===== config.mk =====
export PLATFORM = sky130hd
export DESIGN_NAME = tester_host_parameter_port
export DESIGN_NICKNAME = d
export VERILOG_FILES = /design/src/hdl/param_port_pkg.sv /design/src/hdl/osc_div.sv /design/src/hdl/pin_sync.sv /design/src/hdl/tester_host_parameter_port.sv
export VERILOG_INCLUDE_DIRS = /design/src /design/src/hdl
export SDC_FILE = /design/constraint.sdc
export NUM_CORES = 1
export LEC_CHECK = 0
export ABC_AREA = 1
export CORE_AREA = 4 4 125 127
export CTS_BUF_LIST = sky130_fd_sc_hd__clkbuf_8
export DETAILED_ROUTE_END_ITERATION = 8
export DIE_AREA = 0 0 129 131
export DONT_BUFFER_PORTS = 1
export GPL_TIMING_DRIVEN = 0
export PLACE_DENSITY_LB_ADDON = 0.25
export SLEW_MARGIN = 15
export SYNTH_ARGS = -nofsm -noshare
export SYNTH_HDL_FRONTEND = slang
export SYNTH_SLANG_ARGS = --single-unit

===== constraint.sdc =====
create_clock -name clk -period 1.8 [get_ports clk]
set_input_delay 0.18 -clock clk [delete_from_list [all_inputs] [get_ports clk]]
set_output_delay 0.18 -clock clk [all_outputs]
set_load 0.02 [all_outputs]

===== src/hdl/param_port_defines.svh =====
// constants for the tester parameter port
`ifndef PARAM_PORT_DEFINES_SVH
`define PARAM_PORT_DEFINES_SVH
`define NUM_PARAMS 5
`define PARAM_W 8
`define NIB_W 4
`define SEL_W 3
`define ADDR_W 5
// parameter index of each destination
`define P_CLAMP 3'h0
`define P_FWD_WIDTH 3'h1
`define P_FWD_DRIVE 3'h2
`define P_REV_DRIVE 3'h3
`define P_CUR_LIMIT 3'h4
// forbidden clamp codes, inclusive
`define CLAMP_FORBID_LO 8'hc9
`define CLAMP_FORBID_HI 8'hff
// reg addresses
`define A_CLAMP 3'h0
`define A_FWD_WIDTH 3'h1
`define A_FWD_DRIVE 3'h2
`define A_REV_DRIVE 3'h3
`define A_CUR_LIMIT 3'h4
`define A_STATUS 3'h5
`define A_CTRL 3'h6
// timing
`define ACK_DELAY_NS 100
`define CLK_PERIOD_NS 5
`define ACK_DELAY_CYC ((`ACK_DELAY_NS + `CLK_PERIOD_NS - 1) / `CLK_PERIOD_NS)
`define ACK_CNT_W 6
`define LAMP_FLASH_NS 200
`define LAMP_FLASH_CYC ((`LAMP_FLASH_NS + `CLK_PERIOD_NS - 1) / `CLK_PERIOD_NS)
`define OSC_DIV 10
`define OSC_CNT_W 4
`define POR_CYC 16
`define POR_CNT_W 5
// strap code for talker/listener
`define ROLE_STRAP 4'h3
`endif


===== src/hdl/param_port_pkg.sv =====
// types for the tester parameter port
package param_port_pkg;
  typedef logic [7:0] param_t;
  typedef logic [3:0] nibble_t;
  typedef enum logic [1:0] {ACK_IDLE, ACK_WAIT, ACK_HOLD} ack_state_e;
endpackage


===== src/hdl/osc_div.sv =====
// divider making the interface chip clock
`timescale 1ns/100ps
`default_nettype none
`include "param_port_defines.svh"
module osc_div (
  input wire logic clk,
  input wire logic reset,
  output logic clk_out
);
  logic [`OSC_CNT_W-1:0] cnt_q, cnt_d;
  logic ph_q, ph_d;
  // ================
  // half-period count; 200 MHz / 20 gives 10 MHz
  always_comb begin
    cnt_d = cnt_q + `OSC_CNT_W'(1);
    ph_d = ph_q;
    if (cnt_q == `OSC_CNT_W'(`OSC_DIV - 1)) begin
      cnt_d = '0;
      ph_d = ~ph_q;
    end
  end
  always_ff @(posedge clk) begin
    if (reset) begin
      cnt_q <= '0;
      ph_q <= 1'b0;
    end else begin
      cnt_q <= cnt_d;
      ph_q <= ph_d;
    end
  end
  assign clk_out = ph_q;
endmodule // osc_div
`default_nettype wire


===== src/hdl/pin_sync.sv =====
// three-flop input synchroniser, change taken when stages two and three agree
`timescale 1ns/100ps
`default_nettype none
module pin_sync #(parameter int W = 1) (
  input wire logic clk,
  input wire logic reset,
  input wire logic [W-1:0] din,
  output logic [W-1:0] dout
);
  logic [W-1:0] s1_q, s2_q, s3_q, o_q;
  logic [W-1:0] o_d;
  // ================
  // settle
  always_comb begin
    o_d = o_q;
    for (int i = 0; i < W; i++) begin
      if (s2_q[i] == s3_q[i]) begin
        o_d[i] = s3_q[i];
      end
    end
  end
  always_ff @(posedge clk) begin
    if (reset) begin
      s1_q <= '0;
      s2_q <= '0;
      s3_q <= '0;
      o_q <= '0;
    end else begin
      s1_q <= din;
      s2_q <= s1_q;
      s3_q <= s2_q;
      o_q <= o_d;
    end
  end
  assign dout = o_q;
endmodule // pin_sync
`default_nettype wire


===== src/hdl/tester_host_parameter_port.sv =====
// host-side parameter port of the breakdown tester
// ================
// What this block does
// - five eight-bit parameter registers loaded from the bus port
// - low four data lines form nibble; half-select high means upper half
// - three select lines decode one-of-eight; only addressed register loads
// - clamp codes in the forbidden range are never made active
// - rising receive strobe latches the nibble into chosen half
// - receive strobe returns after a delay as accept-ready
// - breakdown drives the chip service-request input low
// - request-service output drives data line seven low as status
// - talker-active going low clears and re-arms breakdown flag
// - power-up resets chip master reset and clears breakdown flag
// - five-position switch sets chip listen address
// - mode straps fix chip as talker and listener
// - listener-addressed output flashes a panel indicator briefly
// - a 10 MHz clock is given to the chip
// - computer can start a test over the bus
// - current limit is 0 to 255 amperes, loadable from bus or encoder
`timescale 1ns/100ps
`default_nettype none
`include "param_port_defines.svh"
module tester_host_parameter_port (
  input wire logic clk,
  input wire logic reset,
  // interface chip side
  input wire logic rx_strobe_out,
  input wire logic [7:0] bus_data_in,
  input wire logic request_service_out_n,
  input wire logic listener_addressed_out_n,
  input wire logic talker_active_out_n,
  input wire logic [`ADDR_W-1:0] addr_switch,
  output logic rx_accept_ready,
  output logic service_request_in_n,
  output logic status_dio7_out,
  output logic status_dio7_oe,
  output logic chip_master_reset_in_n,
  output logic [3:0] role_strap,
  output logic [`ADDR_W-1:0] bus_addr_out,
  output logic chip_clock_in,
  output logic addressed_lamp,
  // tester side
  input wire logic breakdown,
  input wire logic encoder_load,
  input wire logic [7:0] encoder_value,
  output logic [7:0] clamp_param,
  output logic [7:0] fwd_width_param,
  output logic [7:0] fwd_drive_param,
  output logic [7:0] rev_drive_param,
  output logic [7:0] cur_limit_param,
  output logic test_start,
  // register port
  input wire logic [2:0] reg_addr,
  input wire logic [7:0] reg_wdata,
  input wire logic reg_write,
  input wire logic reg_read,
  output logic [7:0] reg_rdata
);
  import param_port_pkg::*;

  // ================
  // pin synchronisers
  logic rx_s, svc_req_s, addressed_s, talking_s;
  logic [7:0] dio_s;
  logic [`ADDR_W-1:0] sw_s;
  // active-low pins enter inverted so the cleared synchroniser matches their idle level
  pin_sync #(.W(12)) u_sync_ctl (
    .clk(clk), .reset(reset),
    .din({rx_strobe_out, ~request_service_out_n, ~listener_addressed_out_n, ~talker_active_out_n, bus_data_in}),
    .dout({rx_s, svc_req_s, addressed_s, talking_s, dio_s})
  );
  pin_sync #(.W(`ADDR_W)) u_sync_sw (
    .clk(clk), .reset(reset), .din(addr_switch), .dout(sw_s)
  );
  logic osc_clk;
  osc_div u_osc (.clk(clk), .reset(reset), .clk_out(osc_clk));

  // decode the destination field, one-of-eight
  function automatic logic [7:0] dec8(input logic [2:0] sel);
    dec8 = 8'h01 << sel;
  endfunction
  function automatic logic clamp_bad(input param_t v);
    clamp_bad = (v >= `CLAMP_FORBID_LO) && (v <= `CLAMP_FORBID_HI);
  endfunction

  // ================
  // strobe edge and parameter staging
  logic rx_prev_q, rx_prev_d;
  logic talking_prev_q, talking_prev_d;
  logic addressed_prev_q, addressed_prev_d;
  param_t stage_q [`NUM_PARAMS];
  param_t stage_d [`NUM_PARAMS];
  param_t active_clamp_q, active_clamp_d;
  logic start_q, start_d;
  logic [7:0] en;
  logic rx_rise;
  nibble_t nib;
  assign rx_rise = rx_s & ~rx_prev_q;
  assign nib = dio_s[3:0];
  assign en = dec8(dio_s[6:4]);

  // nibble write into the selected half only; the other half is kept so byte order is free
  always_comb begin
    rx_prev_d = rx_s;
    talking_prev_d = talking_s;
    addressed_prev_d = addressed_s;
    stage_d = stage_q;
    active_clamp_d = active_clamp_q;
    start_d = 1'b0;
    if (rx_rise) begin
      for (int p = 0; p < `NUM_PARAMS; p++) begin
        if (en[p]) begin
          if (dio_s[7]) begin
            stage_d[p][7:4] = nib;
          end else begin
            stage_d[p][3:0] = nib;
          end
        end
      end
      // only destination seven acts as the trigger command; five and six load nothing
      if (dio_s[6:4] == 3'h7) begin
        start_d = 1'b1;
      end
    end
    if (reg_write) begin
      if (reg_addr < 3'(`NUM_PARAMS)) begin
        stage_d[reg_addr] = reg_wdata;
      end
      if (reg_addr == `A_CTRL && reg_wdata[0]) begin
        start_d = 1'b1;
      end
    end
    if (encoder_load) begin
      stage_d[`P_CUR_LIMIT] = encoder_value;
    end
    // the clamp only takes a staged code outside the forbidden band
    if (!clamp_bad(stage_q[`P_CLAMP])) begin
      active_clamp_d = stage_q[`P_CLAMP];
    end
  end
  always_ff @(posedge clk) begin
    if (reset) begin
      rx_prev_q <= 1'b0;
      talking_prev_q <= 1'b0;
      addressed_prev_q <= 1'b0;
      for (int p = 0; p < `NUM_PARAMS; p++) begin
        stage_q[p] <= '0;
      end
      active_clamp_q <= '0;
      start_q <= 1'b0;
    end else begin
      rx_prev_q <= rx_prev_d;
      talking_prev_q <= talking_prev_d;
      addressed_prev_q <= addressed_prev_d;
      stage_q <= stage_d;
      active_clamp_q <= active_clamp_d;
      start_q <= start_d;
    end
  end

  // ================
  // accept-ready delay: hold ack after the strobe until the strobe drops
  ack_state_e ack_q, ack_d;
  logic [`ACK_CNT_W-1:0] ack_cnt_q, ack_cnt_d;
  logic ack_out_q, ack_out_d;
  always_comb begin
    ack_d = ack_q;
    ack_cnt_d = ack_cnt_q;
    ack_out_d = 1'b0;
    unique case (ack_q)
      ACK_IDLE: begin
        ack_cnt_d = '0;
        if (rx_rise) begin
          ack_d = ACK_WAIT;
        end
      end
      ACK_WAIT: begin
        ack_cnt_d = ack_cnt_q + `ACK_CNT_W'(1);
        if (ack_cnt_q == `ACK_CNT_W'(`ACK_DELAY_CYC - 1)) begin
          ack_d = ACK_HOLD;
        end
      end
      ACK_HOLD: begin
        ack_out_d = rx_s;
        if (!rx_s) begin
          ack_d = ACK_IDLE;
        end
      end
    endcase
  end
  always_ff @(posedge clk) begin
    if (reset) begin
      ack_q <= ACK_IDLE;
      ack_cnt_q <= '0;
      ack_out_q <= 1'b0;
    end else begin
      ack_q <= ack_d;
      ack_cnt_q <= ack_cnt_d;
      ack_out_q <= ack_out_d;
    end
  end

  // ================
  // breakdown flag; set beats clear when both land together
  logic flag_q, flag_d;
  logic talk_start;
  assign talk_start = ~talking_prev_q & talking_s; // pin falling shows as a rise here
  always_comb begin
    flag_d = flag_q;
    if (talk_start) begin
      flag_d = 1'b0;
    end
    if (breakdown) begin
      flag_d = 1'b1;
    end
  end
  always_ff @(posedge clk) begin
    if (reset) begin
      flag_q <= 1'b0;
    end else begin
      flag_q <= flag_d;
    end
  end

  // ================
  // power-up chip reset, lamp flash, pin outputs
  logic [`POR_CNT_W-1:0] por_q, por_d;
  logic chip_rst_n_q, chip_rst_n_d;
  logic [7:0] lamp_q, lamp_d;
  logic lamp_on_q, lamp_on_d;
  logic dio7_oe_q, dio7_oe_d;
  logic [`ADDR_W-1:0] addr_q, addr_d;
  logic [7:0] rdata_q, rdata_d;
  always_comb begin
    por_d = por_q;
    chip_rst_n_d = 1'b0;
    if (por_q != `POR_CNT_W'(`POR_CYC)) begin
      por_d = por_q + `POR_CNT_W'(1);
    end else begin
      chip_rst_n_d = 1'b1;
    end
    // lamp stretched so a short address pulse stays visible
    lamp_d = lamp_q;
    if (!addressed_prev_q && addressed_s) begin
      lamp_d = 8'(`LAMP_FLASH_CYC);
    end else if (lamp_q != 8'h00) begin
      lamp_d = lamp_q - 8'h01;
    end
    lamp_on_d = (lamp_d != 8'h00);
    dio7_oe_d = svc_req_s;
    addr_d = sw_s;
    rdata_d = 8'h00;
    if (reg_read) begin
      unique case (reg_addr)
        `A_CLAMP: rdata_d = active_clamp_q;
        `A_FWD_WIDTH: rdata_d = stage_q[`P_FWD_WIDTH];
        `A_FWD_DRIVE: rdata_d = stage_q[`P_FWD_DRIVE];
        `A_REV_DRIVE: rdata_d = stage_q[`P_REV_DRIVE];
        `A_CUR_LIMIT: rdata_d = stage_q[`P_CUR_LIMIT];
        `A_STATUS: rdata_d = {5'h00, addressed_s, svc_req_s, flag_q};
        default: rdata_d = 8'h00;
      endcase
    end
  end
  always_ff @(posedge clk) begin
    if (reset) begin
      por_q <= '0;
      chip_rst_n_q <= 1'b0;
      lamp_q <= 8'h00;
      lamp_on_q <= 1'b0;
      dio7_oe_q <= 1'b0;
      addr_q <= '0;
      rdata_q <= 8'h00;
    end else begin
      por_q <= por_d;
      chip_rst_n_q <= chip_rst_n_d;
      lamp_q <= lamp_d;
      lamp_on_q <= lamp_on_d;
      dio7_oe_q <= dio7_oe_d;
      addr_q <= addr_d;
      rdata_q <= rdata_d;
    end
  end

  // strap and clock outputs are flops or constants
  assign role_strap = `ROLE_STRAP;
  assign chip_clock_in = osc_clk;
  assign rx_accept_ready = ack_out_q;
  assign service_request_in_n = ~flag_q;
  assign status_dio7_out = 1'b0;
  assign status_dio7_oe = dio7_oe_q;
  assign chip_master_reset_in_n = chip_rst_n_q;
  assign bus_addr_out = addr_q;
  assign addressed_lamp = lamp_on_q;
  assign clamp_param = active_clamp_q;
  assign fwd_width_param = stage_q[`P_FWD_WIDTH];
  assign fwd_drive_param = stage_q[`P_FWD_DRIVE];
  assign rev_drive_param = stage_q[`P_REV_DRIVE];
  assign cur_limit_param = stage_q[`P_CUR_LIMIT];
  assign test_start = start_q;
  assign reg_rdata = rdata_q;
endmodule // tester_host_parameter_port
`default_nettype wire


After elaboration in Yosys (flattened, before gate mapping)
Index checks and enable logic that the tools add are counted.
{"block": "word_totals", "register_bits": 164, "latchBits": 0, "ram_bits": 0, "rom_bits": 0, "out_inout_bits": 65, "mem_count": 0}
{"block": "op_classes", "add_sub_neg": 4, "n_mul": 0, "div": 0, "n_lt_le_gt_ge": 5, "n_eq_ne": 32, "shift": 1, "mux": 37, "bitwise": 12, "n_reduce_logical": 15}
{"op": "40-bit two-way mux", "count": 3}
{"op": "8-bit two-way mux", "count": 9}
{"op": "8-bit case mux with 6 select lines", "count": 1}
{"op": "40-bit bitwise mux", "count": 1}
{"op": "4-bit two-way mux", "count": 10}
{"op": "8-bit demux with 3-bit select", "count": 1}
{"op": "1-bit equality test", "count": 17}
{"op": "8-bit nonzero test", "count": 2}
{"op": "3-bit equality test, second input constant", "count": 4}
{"op": "6-bit case mux with 2 select lines", "count": 1}
{"op": "1-bit inverter", "count": 9}
{"op": "8-bit greater-or-equal comparator, second input constant", "count": 1}
{"op": "8-bit less-or-equal comparator, second input constant", "count": 1}
{"op": "8-bit by 1-bit subtractor with 8-bit output, second input constant", "count": 1}
{"op": "1-bit two-way mux", "count": 7}
{"op": "6-bit by 1-bit adder with 6-bit output, second input constant", "count": 1}
{"op": "3-bit by 2-bit equality test with 1-bit output, second input constant", "count": 2}
{"op": "6-bit by 5-bit equality test with 1-bit output, second input constant", "count": 1}
{"op": "2-bit two-way mux", "count": 3}
{"op": "2-bit inequality test, second input constant", "count": 3}
{"op": "2-bit case mux with 3 select lines", "count": 1}
{"op": "2-bit OR reduction", "count": 3}
{"op": "5-bit by 1-bit adder with 5-bit output, second input constant", "count": 1}
{"op": "5-bit inequality test, second input constant", "count": 1}
{"op": "other kinds (17)", "count": 22}

Depth between registers and ports, before layout
{"block": "depth", "ltp_word": 9, "ltp_mapped": 10, "ltp_nobuf": 10}

Modules after synthesis
A second synthesis with hierarchy kept.
{"block": "hier_totals", "hier_cells": 923, "hier_area_um2": 7133.1}
{"mod": "tester_host_parameter_port", "n_inst": 1, "cells_per_inst": 666, "area_per_inst_um2": 4797.1}
{"mod": "pin_sync at u_sync_ctl", "n_inst": 1, "cells_per_inst": 162, "area_per_inst_um2": 1511.4}
{"mod": "pin_sync at u_sync_sw", "n_inst": 1, "cells_per_inst": 68, "area_per_inst_um2": 608.1}
{"mod": "osc_div", "n_inst": 1, "cells_per_inst": 27, "area_per_inst_um2": 216.5}

Least setup slack after synthesis
OpenSTA, ideal clock, no wires.
{"block": "synth_timing", "path_type": "reg-to-reg", "start": "register ack_q[1]", "end": "register ack_cnt_q[5]", "setup_time_ps": 119, "arrival_ps": 1238, "required_ps": 1681, "slack_ps": 443, "stages_incl_launch_ff": 9, "synth_period_minus_slack_ps": 1357, "cell_sequence": "dfxtp_1 -> inv_1 -> ha_1 -> clkbuf_1 -> inv_1 -> nor2_1 -> nand3_1 -> o21ai_0 -> a21oi_1"}
{"block": "synth_via", "elab_chain_cells": 2, "elab_cells_between_ends": 4}
{"item": "start, declared", "line_no": "tester_host_parameter_port.sv:163", "text": "ack_state_e ack_q, ack_d;"}
{"item": "start signal, assigned", "line_no": "tester_host_parameter_port.sv:197", "text": "ack_q <= ack_d;"}
{"item": "2-bit by 1-bit equality test with 1-bit output / 2-bit zero test (equally long branches)", "line_no": "tester_host_parameter_port.sv:170", "text": "unique case (ack_q)"}
{"item": "6-bit case mux with 2 select lines / 2-bit nonzero test (equally long branches)"}
{"item": "end signal, assigned", "line_no": "tester_host_parameter_port.sv:198", "text": "ack_cnt_q <= ack_cnt_d;"}
{"item": "end, declared", "line_no": "tester_host_parameter_port.sv:164", "text": "logic [`ACK_CNT_W-1:0] ack_cnt_q, ack_cnt_d;"}
Several ways; a longest one is shown, not always the timed one.
A chain may end at the register's enable or synchronous reset.

Worst setup path in the final report
{"block": "layout_timing", "start": "register u_sync_ctl.o_q[6] (netlist: u_sync_ctl.dout[6])", "end": "register start_q (netlist: test_start)"}
{"block": "layout_via", "elab_chain_cells": 5}
{"item": "start, declared", "line_no": "pin_sync.sv:10", "text": "logic [W-1:0] s1_q, s2_q, s3_q, o_q;"}
{"item": "start signal, assigned", "line_no": "pin_sync.sv:27", "text": "o_q <= '0;"}
{"item": "start signal, assigned", "line_no": "pin_sync.sv:32", "text": "o_q <= o_d;"}
{"item": "3-bit equality test *", "line_no": "tester_host_parameter_port.sv:121", "text": "if (dio_s[6:4] == 3'h7) begin"}
{"item": "1-bit two-way mux *", "line_no": "tester_host_parameter_port.sv:121"}
{"item": "1-bit two-way mux *", "line_no": "tester_host_parameter_port.sv:110", "text": "if (rx_rise) begin"}
{"item": "1-bit two-way mux", "line_no": "tester_host_parameter_port.sv:129", "text": "if (reg_addr == `A_CTRL && reg_wdata[0]) begin"}
{"item": "1-bit two-way mux *", "line_no": "tester_host_parameter_port.sv:125", "text": "if (reg_write) begin"}
{"item": "end signal, assigned", "line_no": "tester_host_parameter_port.sv:157", "text": "start_q <= start_d;"}
{"item": "end, declared", "line_no": "tester_host_parameter_port.sv:94", "text": "logic start_q, start_d;"}
Mark *: on every way between the ends. The rest lies on a longest branch, timed or not.

==> impl_metrics.tcl <==
set metrics [dict create \
    outcome "finished clean" \
    max_slew.worst_pin.slew_ps 750 \
    first_pass_detailed_route_iteration_total 5 \
    final.setup.worst_slack_ps 89.9 \
    synthesis.area_per_instance_um2 7.70 \
    synth.area.top_cells "sky130_fd_sc_hd__dfxtp_1 46%, sky130_fd_sc_hd__inv_1 8.4%, sky130_fd_sc_hd__nor2_1 7.7%" \
    clk_latency_ps 470 \
    cellInternalPower_w 0.00539 \
    synth.largest_area_cell "sky130_fd_sc_hd__dfxtp_1" \
    timing_hold_violations_final 0 \
    final.period_utilization 0.950 \
    avgRoutedWirePerCell_um 15.7 \
    endpoint "test_start$_SDFF_PP0_" \
    timing.critical_path.fanout_max 5 \
    maximum_number_of_pins_on_one_net_before_global_route_repair 18 \
    initialDrtViolationCount 336 \
    clock_tree.root_cell "sky130_fd_sc_hd__clkbuf_8" \
    critPathMaxStageDelay_ps 600 \
    slew_violations 0 \
    final.hold.worst_slack_ps 36.1 \
    boundaryPins 107 \
    critical_path.slowest_cell "sky130_fd_sc_hd__dlygate4sd3_1" \
    gp_routability_congestion 0.910 \
    yosysUniqueCellTypes 38 \
    max-slew-margin-rel 0.500 \
    initial_utilization 0.492 \
    yosys.cell_count.top_type "sky130_fd_sc_hd__dfxtp_1" \
    nFillCells 1416 \
    gr-usage-all-layers 0.227 \
    layout.cells.non_filler 1178 \
    cp-startpoint "u_sync_ctl.dout[6]$_SDFFE_PP0N_" \
    critPathArrivalTime_ps 2110 \
    final_layout_size_suffix_gt1_frac 0.134 \
    netlist_instances 921 \
    die_outline_area_um2 16900 \
    drt-total-wl_um 18500 \
    globalRoute.totalOverflow 0 \
    power.sequential.fraction 0.501 \
    detail_route.vias_per_cell 5.01 \
    hpwl_um 13600 \
    synth_area_um2 7090 \
    endpoint_kind "flop" \
    worst-r2r-setup-slack_ps 90 \
    clkSlewWorstSetupHoldPaths_ps 100 \
    finalWorstPathRequiredPeriod_ps 1710 \
    ys.warnings.count 0 \
    power_per_cell_area_nw_per_um2 977 \
    rr_worst_depth 5 \
    critical_path_buf_inv_count 2 \
    cts_setup_buffers 0 \
    setup_violations 0 \
    critPathRequiredTime_ps 2200 \
    clock-skew-final_ps 8.62 \
    die_x_um 129 \
    area_growth_syn_to_layout_pct 14.3 \
    vdd.ir_drop.worst_mv 0.782 \
    place_ws_ps 263 \
    synth_edf_count 0 \
    cp-start-kind "flop" \
    layout.nets 1033 \
    ys_seq_area_frac 0.463 \
    number_of_antenna_violations_at_the_first_check_in_global_routing 0 \
    drc 0 \
    number_of_cts_inserted_buffers 17 \
    timing.setup.tns_ps 0 \
    dpl.cell_count 1108 \
    net-switching-power_w 0.00253 \
    switching_share 0.319 \
    timing_worst_setup_path_type "reg2reg" \
    path_delay_family "buffers and inverters" \
    grt_first_pass_wirelength_um 29400 \
    cp_cell_sequence "inv_2 -> nor3_2 -> a41oi_1 -> dlygate4sd3_1 -> nor2_1" \
    maxClockFrequency_mhz 585 \
    pwr-share-comb 0.174 \
    rsz0062_at_grt "no" \
    async_set_or_reset_flop_fraction_in_the_synthesized_netlist 0 \
    ant_nets 0 \
    rows 44 \
    timing.rr.start "u_sync_ctl.dout[6]$_SDFFE_PP0N_" \
    placeableCoreArea_um2 14400 \
    ctsHtreeMaxLevel 4 \
    ys_ff_latch 164 \
    vertical_die_dimension_um 131 \
    first_global_vias 5811 \
    clock_sink_total 164 \
    critical_path.reg2reg.endpoint "test_start$_SDFF_PP0_" \
    yosysTopAreaCellShare 0.463 \
    clkPwrFrac 0.325 \
    power.leakage_nw 3.63 \
    clock_path_buffers 2 \
    io_buffer_count 0 \
    tritoncts "done" \
    antenna_diode_count 0 \
    max_cap_violations 0 \
    detailroute.via_count 5907 \
    netlist_top_cells_count "164 x sky130_fd_sc_hd__dfxtp_1, 159 x sky130_fd_sc_hd__inv_1, 146 x sky130_fd_sc_hd__nor2_1, 98 x sky130_fd_sc_hd__nand2_1, 53 x sky130_fd_sc_hd__o21ai_0" \
    commonest_register_cell_after_synthesis "sky130_fd_sc_hd__dfxtp_1" \
    hold_path_class "in2reg" \
    cp.depth 5 \
]
-- power groups by stage --
| stage | registers (W) | logic [W] | clock network (W) |
|---|---|---|---|
| after CTS | 0.00397 | 0.00137 | 0.00265 |
| after global routing | 0.00399 | 0.00159 | 0.00278 |
| after detailed placement | 0.00405 | 0.00129 | 0 |
| after floorplan | 0.00401 | 0.00106 | 0 |
| after global placement | 0.00405 | 0.00128 | 0 |
| final | 0.00397 | 0.00137 | 0.00257 |
-- layer usage --
layer | vias up | wire length [um] | track usage
met1 | 2661 | 8150 | 0.285
met2 | 209 | 8140 | 0.356
met4 | 0 | 779 | 0.120
met3 | 49 | 1400 | 0.0663
met5 | - | 0 | 0
li1 | 2988 | - | -
-- state kept, by name, summed over array words and instances, names as in the netlist, 12 cells and up --
name / count
u_sync_ctl.s2_q: 12
u_sync_ctl.s3_q: 12
u_sync_ctl.s1_q: 12
u_sync_ctl.dout: 12
-- cell type report --
cell class	instances	area (um^2)	area share
Clock buffer	18	248	0.0306
Multi-Input combinational cell	526	2780	0.343
Clock inverter	14	136	0.0168
Tap cell	184	230	0.0284
Timing Repair Buffer	38	380	0.0469
Inverter	176	661	0.0815
Sequential cell	164	3280	0.405
Buffer	58	385	0.0476
-- through the flow --
step | utilization | cell area (um^2) | total power [W]
final | 0.562 | 8100 | 0.00791
after global routing | 0.562 | 8100 | 0.00836
after CTS | 0.561 | 8100 | 0.00798
after detailed placement | 0.508 | 7330 | 0.00534
after global placement | 0.508 | 7330 | 0.00533
after floorplan | - | 7100 | 0.00507
-- kinds of logic (layout without fill, tap and decap cells) --
| group | Yosys count | count (layout) | share of synthesized area |
|---|---|---|---|
| buffers and inverters | 234 | 304 | 0.148 |
| AOI/OAI and AO/OA | 203 | 203 | 0.167 |
| adders and majority gates | 10 | 10 | 0.0176 |
| other | 2 | 5 | 0.00106 |
| and+or+nand+nor | 304 | 304 | 0.199 |
| DFF | 164 | 164 | 0.463 |
| xor gates and xnor gates | 4 | 4 | 0.00494 |
-- worst min-delay path by stage --
stage,start,endpoint,slack [ps],cells after the start
2_1_floorplan,request_service_out_n,u_sync_ctl.s1_q[10]$_SDFF_PP0_,250,1
3_3_place_gp,request_service_out_n,u_sync_ctl.s1_q[10]$_SDFF_PP0_,250,1
3_5_place_dp,request_service_out_n,u_sync_ctl.s1_q[10]$_SDFF_PP0_,250,1
4_1_cts,reg_wdata[2],stage_q[34]$_SDFF_PP0_,8,4
5_1_grt,reg_wdata[6],stage_q[38]$_SDFF_PP0_,30,3
6_report,reg_read,reg_rdata[0]$_SDFF_PP0_,40,2
-- cells in the final DEF (no fill, tap or decap), types with 3 or more instances in the layout --
cell                            count
sky130_fd_sc_hd__a211oi_1          15
sky130_fd_sc_hd__a21oi_1           52
sky130_fd_sc_hd__buf_4             39
sky130_fd_sc_hd__clkbuf_1          13
sky130_fd_sc_hd__clkbuf_8          18
sky130_fd_sc_hd__clkinv_4           4
sky130_fd_sc_hd__conb_1             5
sky130_fd_sc_hd__dfxtp_1          163
sky130_fd_sc_hd__dlygate4sd3_1     38
sky130_fd_sc_hd__ha_1              10
sky130_fd_sc_hd__inv_1            159
sky130_fd_sc_hd__inv_2             17
sky130_fd_sc_hd__inv_6              5
sky130_fd_sc_hd__inv_8              3
sky130_fd_sc_hd__nand2_1           98
sky130_fd_sc_hd__nand2_2            4
sky130_fd_sc_hd__nand2_4            4
sky130_fd_sc_hd__nand3_1           19
sky130_fd_sc_hd__nand3_2            6
sky130_fd_sc_hd__nor2_1           146
sky130_fd_sc_hd__nor2_2             8
sky130_fd_sc_hd__nor2_4            11
sky130_fd_sc_hd__o211ai_1           5
sky130_fd_sc_hd__o21ai_0           53
sky130_fd_sc_hd__o21ai_1           18
sky130_fd_sc_hd__o21bai_1          21
sky130_fd_sc_hd__o22ai_1           31
sky130_fd_sc_hd__xnor2_1            3
-- repair_timing --
item                                   in CTS  in global routing
hold buffers                               38                  0
setup endpoints to repair                   0                  1
endpoints found under the hold margin      50                  0
gates resized for setup                     0                  2
Note: power is estimated with default switching activity, not from simulation.
